`config.mk`:
```
export PLATFORM = sky130hd
export DESIGN_NAME = fwp_flash_word_program_control
export DESIGN_NICKNAME = d
export VERILOG_FILES = /design/src/fwp_pkg.sv /design/src/fwp_flash_word_program_control.sv
export SDC_FILE = /design/constraint.sdc
export NUM_CORES = 1
export LEC_CHECK = 0
export BUFFER_PORTS_ARGS = -buffer_cell sky130_fd_sc_hd__buf_2
export CAP_MARGIN = 10
export CORE_AREA = 2 2 226 228
export CTS_CLUSTER_DIAMETER = 50
export DETAILED_ROUTE_END_ITERATION = 12
export DIE_AREA = 0 0 228 230
export PLACE_DENSITY = 0.8
export SLEW_MARGIN = 20
export SYNTH_ARGS = -nofsm -noshare
export SYNTH_HDL_FRONTEND = slang
export SYNTH_SLANG_ARGS = --single-unit
```
`constraint.sdc`:
```
create_clock -name aclk -period 3.7 [get_ports aclk]
set_input_delay 0.185 -clock aclk [delete_from_list [all_inputs] [get_ports aclk]]
set_output_delay 0.185 -clock aclk [all_outputs]
set_load 0.005 [all_outputs]
```
`src/fwp_pkg.sv`:
```
package fwp_pkg;

  // ----------------------------------------------------------------
  // Register byte addresses
  // ----------------------------------------------------------------
  localparam logic [7:0] OFS_PTR_UPPER = 8'h00;
  localparam logic [7:0] OFS_PTR_HIGH = 8'h04;
  localparam logic [7:0] OFS_PTR_LOW = 8'h08;
  localparam logic [7:0] OFS_LATCH = 8'h0C;
  localparam logic [7:0] OFS_INT_CTRL = 8'h10;
  localparam logic [7:0] OFS_UNLOCK = 8'h14;
  localparam logic [7:0] OFS_PROG_CTRL = 8'h18;
  localparam logic [7:0] OFS_TBL_CMD = 8'h1C;
  localparam logic [7:0] OFS_STATUS = 8'h20;

  // ----------------------------------------------------------------
  // Field positions
  // ----------------------------------------------------------------
  localparam int BIT_WORD_MODE = 5;
  localparam int BIT_ERASE = 4;
  localparam int BIT_WR_ERROR = 3;
  localparam int BIT_PERMIT = 2;
  localparam int BIT_START = 1;
  localparam int BIT_GLOBAL_PERMIT = 7;
  localparam int BIT_CMD_WRITE = 0;
  localparam int BIT_CMD_POSTINC = 1;
  localparam int BIT_STAT_BUSY = 0;
  localparam int PTR_W = 22;

  // ----------------------------------------------------------------
  // Key values and reset values
  // ----------------------------------------------------------------
  localparam logic [7:0] KEY_FIRST = 8'h55;
  localparam logic [7:0] KEY_SECOND = 8'hAA;
  localparam logic [7:0] RST_BYTE = 8'h00;
  localparam logic [PTR_W-1:0] RST_PTR = 22'h000000;
  localparam logic [1:0] RESP_OKAY = 2'h0;
  localparam logic [1:0] RESP_SLVERR = 2'h2;

  // ----------------------------------------------------------------
  // Timing
  // ----------------------------------------------------------------
  localparam int unsigned CLK_PERIOD_NS = 20;
  localparam int unsigned INTERNAL_WRITE_TIME_NS = 1000000;
  // Least time, so round up
  localparam int unsigned INTERNAL_WRITE_CYCLES =
    (INTERNAL_WRITE_TIME_NS + CLK_PERIOD_NS - 1) / CLK_PERIOD_NS;

  typedef enum logic [1:0] {
    KEY_IDLE = 2'h0,
    KEY_HALF = 2'h1,
    KEY_OPEN = 2'h3
  } fwp_key_t;

  typedef enum logic {
    WR_IDLE = 1'h0,
    WR_RUN = 1'h1
  } fwp_wr_t;

endpackage

```
`src/fwp_flash_word_program_control.sv`:
```
// The address map and the AXI4-Lite register port were decided locally.
`timescale 1ns/1ns
// Operation
// Word mode programs just the two held bytes
// Software loads even target address first
// Two table writes, no post-increment second
// Start needs write permit; word mode selected (start_req checks the permit bit only, not word mode)
// Start only right after 55h, AAh keys
// Stall CPU for the whole timed write
// Reset during write sets write error flag
// Software verifies and rewrites after abort
// Unlock register stores nothing, drives sequencer
// Control bits 5..1 placed; 7,6,0 zero
// Pointer 22 bits over three bytes
// Holding bytes kept after write completes
// Timer end clears start and releases stall
module fwp_flash_word_program_control #(
  parameter int unsigned WRITE_CYCLES = fwp_pkg::INTERNAL_WRITE_CYCLES,
  parameter int HOLD_BYTES = 64
) (
  input wire logic aclk, // System clock
  input wire logic aresetn, // Power-on reset, active low
  input wire logic [7:0] s_axi_awaddr, // Write address
  input wire logic s_axi_awvalid, // Write address valid
  output logic s_axi_awready, // Write address ready
  input wire logic [31:0] s_axi_wdata, // Write data
  input wire logic [3:0] s_axi_wstrb, // Write byte strobes
  input wire logic s_axi_wvalid, // Write data valid
  output logic s_axi_wready, // Write data ready
  output logic [1:0] s_axi_bresp, // Write response
  output logic s_axi_bvalid, // Write response valid
  input wire logic s_axi_bready, // Write response ready
  input wire logic [7:0] s_axi_araddr, // Read address
  input wire logic s_axi_arvalid, // Read address valid
  output logic s_axi_arready, // Read address ready
  output logic [31:0] s_axi_rdata, // Read data
  output logic [1:0] s_axi_rresp, // Read response
  output logic s_axi_rvalid, // Read data valid
  input wire logic s_axi_rready, // Read data ready
  input wire logic external_master_reset_n, // Reset pin, active low
  input wire logic watchdog_reset, // Watchdog time-out pulse
  output logic cpu_stall, // Halts instruction execution
  output logic global_interrupt_permit, // Interrupt control bit 7
  output logic flash_prog_start, // One-cycle start to array
  output logic flash_prog_active, // High while array programs
  output logic flash_word_mode, // Word rather than block
  output logic flash_erase, // Erase selected
  output logic [21:0] flash_addr, // Target address
  output logic [15:0] flash_word // Word to program
);

  localparam int IDX_W = $clog2(HOLD_BYTES);
  localparam logic [31:0] CNT_LAST = 32'(WRITE_CYCLES - 1);

  // ----------------------------------------------------------------
  // State
  // ----------------------------------------------------------------
  logic aw_full;
  logic [7:0] aw_addr;
  logic w_full;
  logic [7:0] w_byte;
  logic w_lane0;
  logic do_write;
  logic wr_en;
  logic wr_mapped;
  logic [7:0] wd;
  logic [21:0] table_pointer;
  logic [7:0] table_data_latch;
  logic [7:0] interrupt_control_main;
  logic word_program_mode;
  logic erase_select;
  logic write_error_flag;
  logic write_permit;
  logic write_start;
  logic [7:0] holding [HOLD_BYTES];
  fwp_pkg::fwp_key_t key_state;
  fwp_pkg::fwp_wr_t wr_state;
  logic [31:0] wr_cnt;
  logic timer_end;
  logic start_req;
  logic ext_rst_meta;
  logic ext_rst_sync_n;
  logic soft_reset;
  logic [IDX_W-1:0] idx;
  logic [IDX_W-1:0] idx_lo;
  logic [IDX_W-1:0] idx_hi;
  logic [7:0] prog_ctrl_rd;
  logic [7:0] rd_byte;
  logic rd_mapped;

  // ----------------------------------------------------------------
  // Reset pin synchroniser
  // ----------------------------------------------------------------
  always_ff @(posedge aclk) begin
    if (!aresetn) begin
      ext_rst_meta <= 1'b1;
      ext_rst_sync_n <= 1'b1;
    end else begin
      ext_rst_meta <= external_master_reset_n;
      ext_rst_sync_n <= ext_rst_meta;
    end
  end

  assign soft_reset = !ext_rst_sync_n || watchdog_reset;

  // ----------------------------------------------------------------
  // AXI4-Lite write channel
  // ----------------------------------------------------------------
  assign s_axi_awready = !aw_full && !s_axi_bvalid;
  assign s_axi_wready = !w_full && !s_axi_bvalid;
  assign do_write = aw_full && w_full && !s_axi_bvalid;

  always_ff @(posedge aclk) begin
    if (!aresetn) begin
      aw_full <= 1'b0;
      aw_addr <= fwp_pkg::RST_BYTE;
    end else if (s_axi_awvalid && s_axi_awready) begin
      aw_full <= 1'b1;
      aw_addr <= s_axi_awaddr;
    end else if (do_write) begin
      aw_full <= 1'b0;
    end
  end

  always_ff @(posedge aclk) begin
    if (!aresetn) begin
      w_full <= 1'b0;
      w_byte <= fwp_pkg::RST_BYTE;
      w_lane0 <= 1'b0;
    end else if (s_axi_wvalid && s_axi_wready) begin
      w_full <= 1'b1;
      w_byte <= s_axi_wdata[7:0];
      w_lane0 <= s_axi_wstrb[0];
    end else if (do_write) begin
      w_full <= 1'b0;
    end
  end

  always_comb begin
    case (aw_addr)
      fwp_pkg::OFS_PTR_UPPER, fwp_pkg::OFS_PTR_HIGH,
      fwp_pkg::OFS_PTR_LOW, fwp_pkg::OFS_LATCH,
      fwp_pkg::OFS_INT_CTRL, fwp_pkg::OFS_UNLOCK,
      fwp_pkg::OFS_PROG_CTRL, fwp_pkg::OFS_TBL_CMD,
      fwp_pkg::OFS_STATUS: wr_mapped = 1'b1;
      default: wr_mapped = 1'b0;
    endcase
  end

  assign wr_en = do_write && w_lane0 && wr_mapped;
  assign wd = w_byte;

  always_ff @(posedge aclk) begin
    if (!aresetn) begin
      s_axi_bvalid <= 1'b0;
      s_axi_bresp <= fwp_pkg::RESP_OKAY;
    end else if (do_write) begin
      s_axi_bvalid <= 1'b1;
      s_axi_bresp <= wr_mapped ? fwp_pkg::RESP_OKAY : fwp_pkg::RESP_SLVERR;
    end else if (s_axi_bready) begin
      s_axi_bvalid <= 1'b0;
    end
  end

  // ----------------------------------------------------------------
  // Table pointer, latch, interrupt control
  // ----------------------------------------------------------------
  assign idx = table_pointer[IDX_W-1:0];

  always_ff @(posedge aclk) begin
    if (!aresetn) begin
      table_pointer <= fwp_pkg::RST_PTR;
    end else if (wr_en) begin
      case (aw_addr)
        fwp_pkg::OFS_PTR_UPPER: table_pointer[21:16] <= wd[5:0];
        fwp_pkg::OFS_PTR_HIGH: table_pointer[15:8] <= wd;
        fwp_pkg::OFS_PTR_LOW: table_pointer[7:0] <= wd;
        fwp_pkg::OFS_TBL_CMD: begin
          if (wd[fwp_pkg::BIT_CMD_WRITE] && wd[fwp_pkg::BIT_CMD_POSTINC]) begin
            table_pointer <= table_pointer + 22'h000001;
          end
        end
        default: table_pointer <= table_pointer;
      endcase
    end
  end

  always_ff @(posedge aclk) begin
    if (!aresetn) begin
      table_data_latch <= fwp_pkg::RST_BYTE;
    end else if (wr_en && aw_addr == fwp_pkg::OFS_LATCH) begin
      table_data_latch <= wd;
    end
  end

  always_ff @(posedge aclk) begin
    if (!aresetn) begin
      interrupt_control_main <= fwp_pkg::RST_BYTE;
    end else if (wr_en && aw_addr == fwp_pkg::OFS_INT_CTRL) begin
      interrupt_control_main <= wd;
    end
  end

  assign global_interrupt_permit =
    interrupt_control_main[fwp_pkg::BIT_GLOBAL_PERMIT];

  // ----------------------------------------------------------------
  // Holding registers, never cleared by a finished write
  // ----------------------------------------------------------------
  always_ff @(posedge aclk) begin
    if (wr_en && aw_addr == fwp_pkg::OFS_TBL_CMD &&
        wd[fwp_pkg::BIT_CMD_WRITE]) begin
      holding[idx] <= table_data_latch;
    end
  end

  // ----------------------------------------------------------------
  // Unlock key sequencer, no storage behind the address
  // ----------------------------------------------------------------
  always_ff @(posedge aclk) begin
    if (!aresetn || soft_reset) begin
      key_state <= fwp_pkg::KEY_IDLE;
    end else if (wr_en) begin
      case (aw_addr)
        fwp_pkg::OFS_UNLOCK: begin
          case (key_state)
            fwp_pkg::KEY_IDLE: key_state <= (wd == fwp_pkg::KEY_FIRST) ?
              fwp_pkg::KEY_HALF : fwp_pkg::KEY_IDLE;
            fwp_pkg::KEY_HALF: key_state <= (wd == fwp_pkg::KEY_SECOND) ?
              fwp_pkg::KEY_OPEN : fwp_pkg::KEY_IDLE;
            default: key_state <= (wd == fwp_pkg::KEY_FIRST) ?
              fwp_pkg::KEY_HALF : fwp_pkg::KEY_IDLE;
          endcase
        end
        default: key_state <= fwp_pkg::KEY_IDLE;
      endcase
    end
  end

  // ----------------------------------------------------------------
  // Program control register
  // ----------------------------------------------------------------
  assign start_req = wr_en && aw_addr == fwp_pkg::OFS_PROG_CTRL &&
    wd[fwp_pkg::BIT_START] && wd[fwp_pkg::BIT_PERMIT] &&
    key_state == fwp_pkg::KEY_OPEN && wr_state == fwp_pkg::WR_IDLE;

  always_ff @(posedge aclk) begin
    if (!aresetn || soft_reset) begin
      word_program_mode <= 1'b0;
      erase_select <= 1'b0;
      write_permit <= 1'b0;
    end else if (wr_en && aw_addr == fwp_pkg::OFS_PROG_CTRL &&
                 wr_state == fwp_pkg::WR_IDLE) begin
      word_program_mode <= wd[fwp_pkg::BIT_WORD_MODE];
      erase_select <= wd[fwp_pkg::BIT_ERASE];
      write_permit <= wd[fwp_pkg::BIT_PERMIT];
    end
  end

  always_ff @(posedge aclk) begin
    if (!aresetn) begin
      write_error_flag <= 1'b0;
    end else if (soft_reset && wr_state == fwp_pkg::WR_RUN) begin
      write_error_flag <= 1'b1;
    end else if (wr_en && aw_addr == fwp_pkg::OFS_PROG_CTRL) begin
      write_error_flag <= wd[fwp_pkg::BIT_WR_ERROR];
    end
  end

  // ----------------------------------------------------------------
  // Write cycle and internal programming timer
  // ----------------------------------------------------------------
  assign timer_end = wr_state == fwp_pkg::WR_RUN && wr_cnt == CNT_LAST;

  always_ff @(posedge aclk) begin
    if (!aresetn || soft_reset) begin
      wr_state <= fwp_pkg::WR_IDLE;
      write_start <= 1'b0;
      wr_cnt <= 32'h00000000;
    end else begin
      case (wr_state)
        fwp_pkg::WR_IDLE: begin
          if (start_req) begin
            wr_state <= fwp_pkg::WR_RUN;
            write_start <= 1'b1;
            wr_cnt <= 32'h00000000;
          end
        end
        fwp_pkg::WR_RUN: begin
          if (timer_end) begin
            wr_state <= fwp_pkg::WR_IDLE;
            write_start <= 1'b0;
          end else begin
            wr_cnt <= wr_cnt + 32'h00000001;
          end
        end
        default: wr_state <= fwp_pkg::WR_IDLE;
      endcase
    end
  end

  assign cpu_stall = wr_state == fwp_pkg::WR_RUN;
  assign flash_prog_active = cpu_stall;

  // ----------------------------------------------------------------
  // Array side: word from the aligned held pair
  // ----------------------------------------------------------------
  assign idx_lo = {idx[IDX_W-1:1], 1'b0};
  assign idx_hi = {idx[IDX_W-1:1], 1'b1};

  always_ff @(posedge aclk) begin
    if (!aresetn) begin
      flash_prog_start <= 1'b0;
      flash_word_mode <= 1'b0;
      flash_erase <= 1'b0;
      flash_addr <= fwp_pkg::RST_PTR;
      flash_word <= 16'h0000;
    end else begin
      flash_prog_start <= start_req && !soft_reset;
      if (start_req) begin
        flash_word_mode <= word_program_mode;
        flash_erase <= erase_select;
        flash_addr <= {table_pointer[21:1], 1'b0};
        flash_word <= {holding[idx_hi], holding[idx_lo]};
      end
    end
  end

  // ----------------------------------------------------------------
  // AXI4-Lite read channel
  // ----------------------------------------------------------------
  assign s_axi_arready = !s_axi_rvalid;
  assign prog_ctrl_rd = {2'b00, word_program_mode, erase_select,
    write_error_flag, write_permit, write_start, 1'b0};

  always_comb begin
    rd_mapped = 1'b1;
    rd_byte = fwp_pkg::RST_BYTE;
    case (s_axi_araddr)
      fwp_pkg::OFS_PTR_UPPER: rd_byte = {2'b00, table_pointer[21:16]};
      fwp_pkg::OFS_PTR_HIGH: rd_byte = table_pointer[15:8];
      fwp_pkg::OFS_PTR_LOW: rd_byte = table_pointer[7:0];
      fwp_pkg::OFS_LATCH: rd_byte = table_data_latch;
      fwp_pkg::OFS_INT_CTRL: rd_byte = interrupt_control_main;
      fwp_pkg::OFS_UNLOCK: rd_byte = fwp_pkg::RST_BYTE;
      fwp_pkg::OFS_PROG_CTRL: rd_byte = prog_ctrl_rd;
      fwp_pkg::OFS_TBL_CMD: rd_byte = fwp_pkg::RST_BYTE;
      fwp_pkg::OFS_STATUS: rd_byte = {7'h00, cpu_stall};
      default: rd_mapped = 1'b0;
    endcase
  end

  always_ff @(posedge aclk) begin
    if (!aresetn) begin
      s_axi_rvalid <= 1'b0;
      s_axi_rdata <= 32'h00000000;
      s_axi_rresp <= fwp_pkg::RESP_OKAY;
    end else if (s_axi_arvalid && s_axi_arready) begin
      s_axi_rvalid <= 1'b1;
      s_axi_rdata <= {24'h000000, rd_byte};
      s_axi_rresp <= rd_mapped ? fwp_pkg::RESP_OKAY : fwp_pkg::RESP_SLVERR;
    end else if (s_axi_rready) begin
      s_axi_rvalid <= 1'b0;
    end
  end

endmodule

```
==> impl_results.md <==
* Sequential power share at between 50 and 60%
* IO Count at around 150
* R2R Path Start: aw_addr[2]
* Clk slew on worst S/H paths at about 0.060 ns
* Die span in y at between 200 and 250 um
* Total wire length at 69.3 mm
* Critical path type: flip-flop to flip-flop
* Area of the core at 49900 um^2
* TritonCTS clock tree: yes
* Largest net degree at the start of global routing at 66
* P_sw at 3160 uW
* Cell area after synthesis at ~27000 um^2
* Async set or reset register ratio after synthesis at 0%
* Root Driver: clkbuf_16
* Post-layout min period at between 3 and 4 ns
* First-pass GRT wire length at between 100 and 150 mm
* IO Port Bufs at 91
* Die W at ~230 um
* R2R Setup Slk at around 0.55 ns
* Final Max Slew Viols at 0
* Fin nets at 2054
* DPL Wire Length at around 43 mm
* Max cap viols at 0
* Number of distinct library cells after synthesis at 81
* Power Internal at 12200 uW
* Hold Crit Start: s_axi_araddr[0]
* DRC viols at 0
* Worst-Margin Slew at about 1.1 ns
* Max clock buf depth at 3
* Met3 WL post-DR at about 7.6 mm
* DP Area at 28800 um^2
* Crit end category: flip-flop
* RSZ-0062 raised after global routing: false
* Share of layout cells above drive strength 1 at between 20% and 30%
* Pwr/cell area at 490 nW/um^2
* Post-CTS sizing at 0
* Layout Skew at 0.0386 ns
* Layout area overhead at 15.4%
* CP startpoint: aw_addr[2]
* CP Cell Sequence: nor3b_1 > buf_4 > nand3_1 > nor3_1 > nand3_1 > nor2_1 > buf_4
* Overall Global Routing Usage at between 20% and 30%
* Synth Warn # at 0
* Status: finished clean
* Post-route worst setup slack at between 0.5 and 0.6 ns
* Crit path launch type: flip-flop
* Syn_area_per_cell at about 15 um^2
* Slew headroom at ~29%
* Via count at 17552
* Die ar. at ~52000 um^2
* F_max at roughly 320 MHz
* Remaining Overflow, GRT at 0
* # diodes at 0
* Routed met2 length at 33.3 mm
* Initial DRC Count at 2171
* Largest area contributor in the netlist: edfxtp_1
* Setup repair bufs after CTS at 0
* Switching Share at 20.6%
* Initial Utilization at a little over half
* DR WL/cell at roughly 25 um
* Routed Antenna Nets at 0
* Clock latency on the worst-skew pair at 0.63 ns
* Htree depth at 3
* Seq/Total Area, Yosys at 67.6%
* Max VDD drop at between 0.3 and 0.4 mV
* Combinational share of power at 1.4%
* Number of flops mapped to enable cells by yosys at between 500 and 600
* Clock power frac at a little under half
* Met1 wire length at 26.2 mm
* Cells after Synth at about 1800
* Leakage at about 0.010 uW
* Synth area leaders: edfxtp_1 57%, dfxtp_1 11%, mux4_2 11%
* Final setup TNS at 0 ns
* Clock sink total at 663
* Critical Path RT at about 4 ns
* Slowest CP cell: nand3_1
* Row count at slightly above 80
* Final period util at 85.2%
* TritonCTS Buffers at 70
* Initial antenna violation count at 1
* RePlAce Congestion at ~0.92
* Register bit total from synthesis at 663
* Max incr delay on CP at around 0.56 ns
* DR top layer: met4
* Final setup viols at 0
* CP Max Fanout at 9
* Vias/cell at approximately 6.5
* Initial DRT Pass Iterations at 6
* Critical path arrival at about 3.5 ns
* Worst min-delay path class: input port to flip-flop
* Post-synth top flop: edfxtp_1
* DP Worst Slack at between 0.6 and 0.7 ns
* Final Cell Area at 31400 um^2
* Vias in the first global route at 17082
* Post-synth top area share at between 50% and 60%
* Hold Fails Final Rpt at 0
## sequential cells by signal, summed over array words and instances (netlist names), 2 cells and up
| name | flops |
|---|---|
| table_data_latch | 8 |
| flash_word | 16 |
| interrupt_control_main | 8 |
| table_pointer | 22 |
| w_byte | 8 |
| flash_addr | 21 |
| wr_cnt | 32 |
| holding | 512 |
| key_state | 2 |
| s_axi_rdata | 8 |
| aw_addr | 8 |
## cells in the mapped netlist, drive strengths merged (5+ instances only)
master    n
a22oi    49
buf      78
a31o      5
a311oi    8
nor2b     6
a41oi     5
and3     30
inv      12
edfxtp  512
dfxtp   151
nor4     13
a31oi    10
mux4    128
nor4b     5
nor2    132
nand2   143
a21oi   108
nand3b    8
mux2      7
o31ai     9
mux2i    37
a221oi   14
nand3    47
or3      10
a32oi     5
nor3b     5
o21ai    46
nor3     19
and2     13
o221ai    6
and4     10
nand4    35
a22o     16
clkbuf   64
## worst paths after layout
path	end	depth (start not counted)
setup / recovery	holding[26][5]	7
hold / removal	s_axi_rresp[1]	4
setup reg to reg	holding[26][5]	7
hold reg to reg	ext_rst_sync_n	1
## cell usage in the layout (no fill, tap or decap), types with 27 or more instances in the layout
master | netlist | layout
a21oi_1 | 106 | 106
a22oi_1 | 49 | 49
and3_1 | 30 | 30
buf_2 | 24 | 91
buf_4 | 36 | 109
clkbuf_16 | 0 | 70
conb_1 | 1 | 27
dfxtp_1 | 151 | 141
edfxtp_1 | 512 | 512
mux2i_1 | 37 | 37
mux4_2 | 128 | 128
nand2_1 | 143 | 143
nand3_1 | 43 | 43
nand4_1 | 35 | 35
nor2_1 | 132 | 132
o21ai_0 | 45 | 45
## routing by layer
layer	track usage, %	vias to the layer above
li1	-	7485
met5	0	-
met2	42.4	1128
met4	9.68	0
met1	35.5	8779
met3	6.21	160
## layout make-up
cell class,instances,area [um^2]
fill,3433,18500
sequential,663,18400
multi-input combinational,1018,8140
clock buffer,91,1920
timing repair buffer,226,1560
tap,672,841
clock inverter,37,462
inverter,12,45.0
## per-stage QoR
| stage | cells | power (uW) | hold WS, ns | util (%) |
|---|---|---|---|---|
| after floorplan | 1835 | 8250 | 0.284 | - |
| after global placement | 2568 | 8300 | 0.372 | 57.7 |
| after detailed placement | 2568 | 8310 | 0.377 | 57.7 |
| after CTS | 2719 | 15400 | 0.0104 | 62.9 |
| after global routing | 2719 | 15800 | 0.0834 | 62.9 |
| final | 2719 | 15400 | 0.0301 | 62.9 |
## cells by family (layout without fill, tap and decap cells)
kind of cell	count (synthesis)	count (layout)	synth area share, %
AO/OA/AOI/OAI	321	321	7.92
adder cells (fa/ha/maj)	2	2	0.0920
buffers and inverters	154	366	2.89
flip-flops	663	663	67.6
multiplexers	172	172	12.3
other	1	27	0.0138
AND/OR/NAND/NOR	496	496	9.20
## repair_timing
| item | 4_1_cts | 5_1_grt |
|---|---|---|
| hold buffers | 23 | 0 |
| endpoints found under the hold margin | 21 | 0 |
| endpoints found under the setup margin | 0 | 0 |
## power groups by stage
stage | Clock, uW | Combinational, uW | Sequential [uW]
after floorplan | 0 | 154 | 8100
after global placement | 0 | 187 | 8120
after detailed placement | 0 | 192 | 8120
after CTS | 7270 | 212 | 7960
after global routing | 7570 | 237 | 7960
final | 7210 | 219 | 7960
## critical path, delay by kind of cell, from the launching register on
family                 cells  cell delay [ns]
and+or+nand+nor            5             1.98
buffers and inverters      2             0.39
DFF                        1             0.48
No activity file was read; power rests on OpenSTA's default activity.
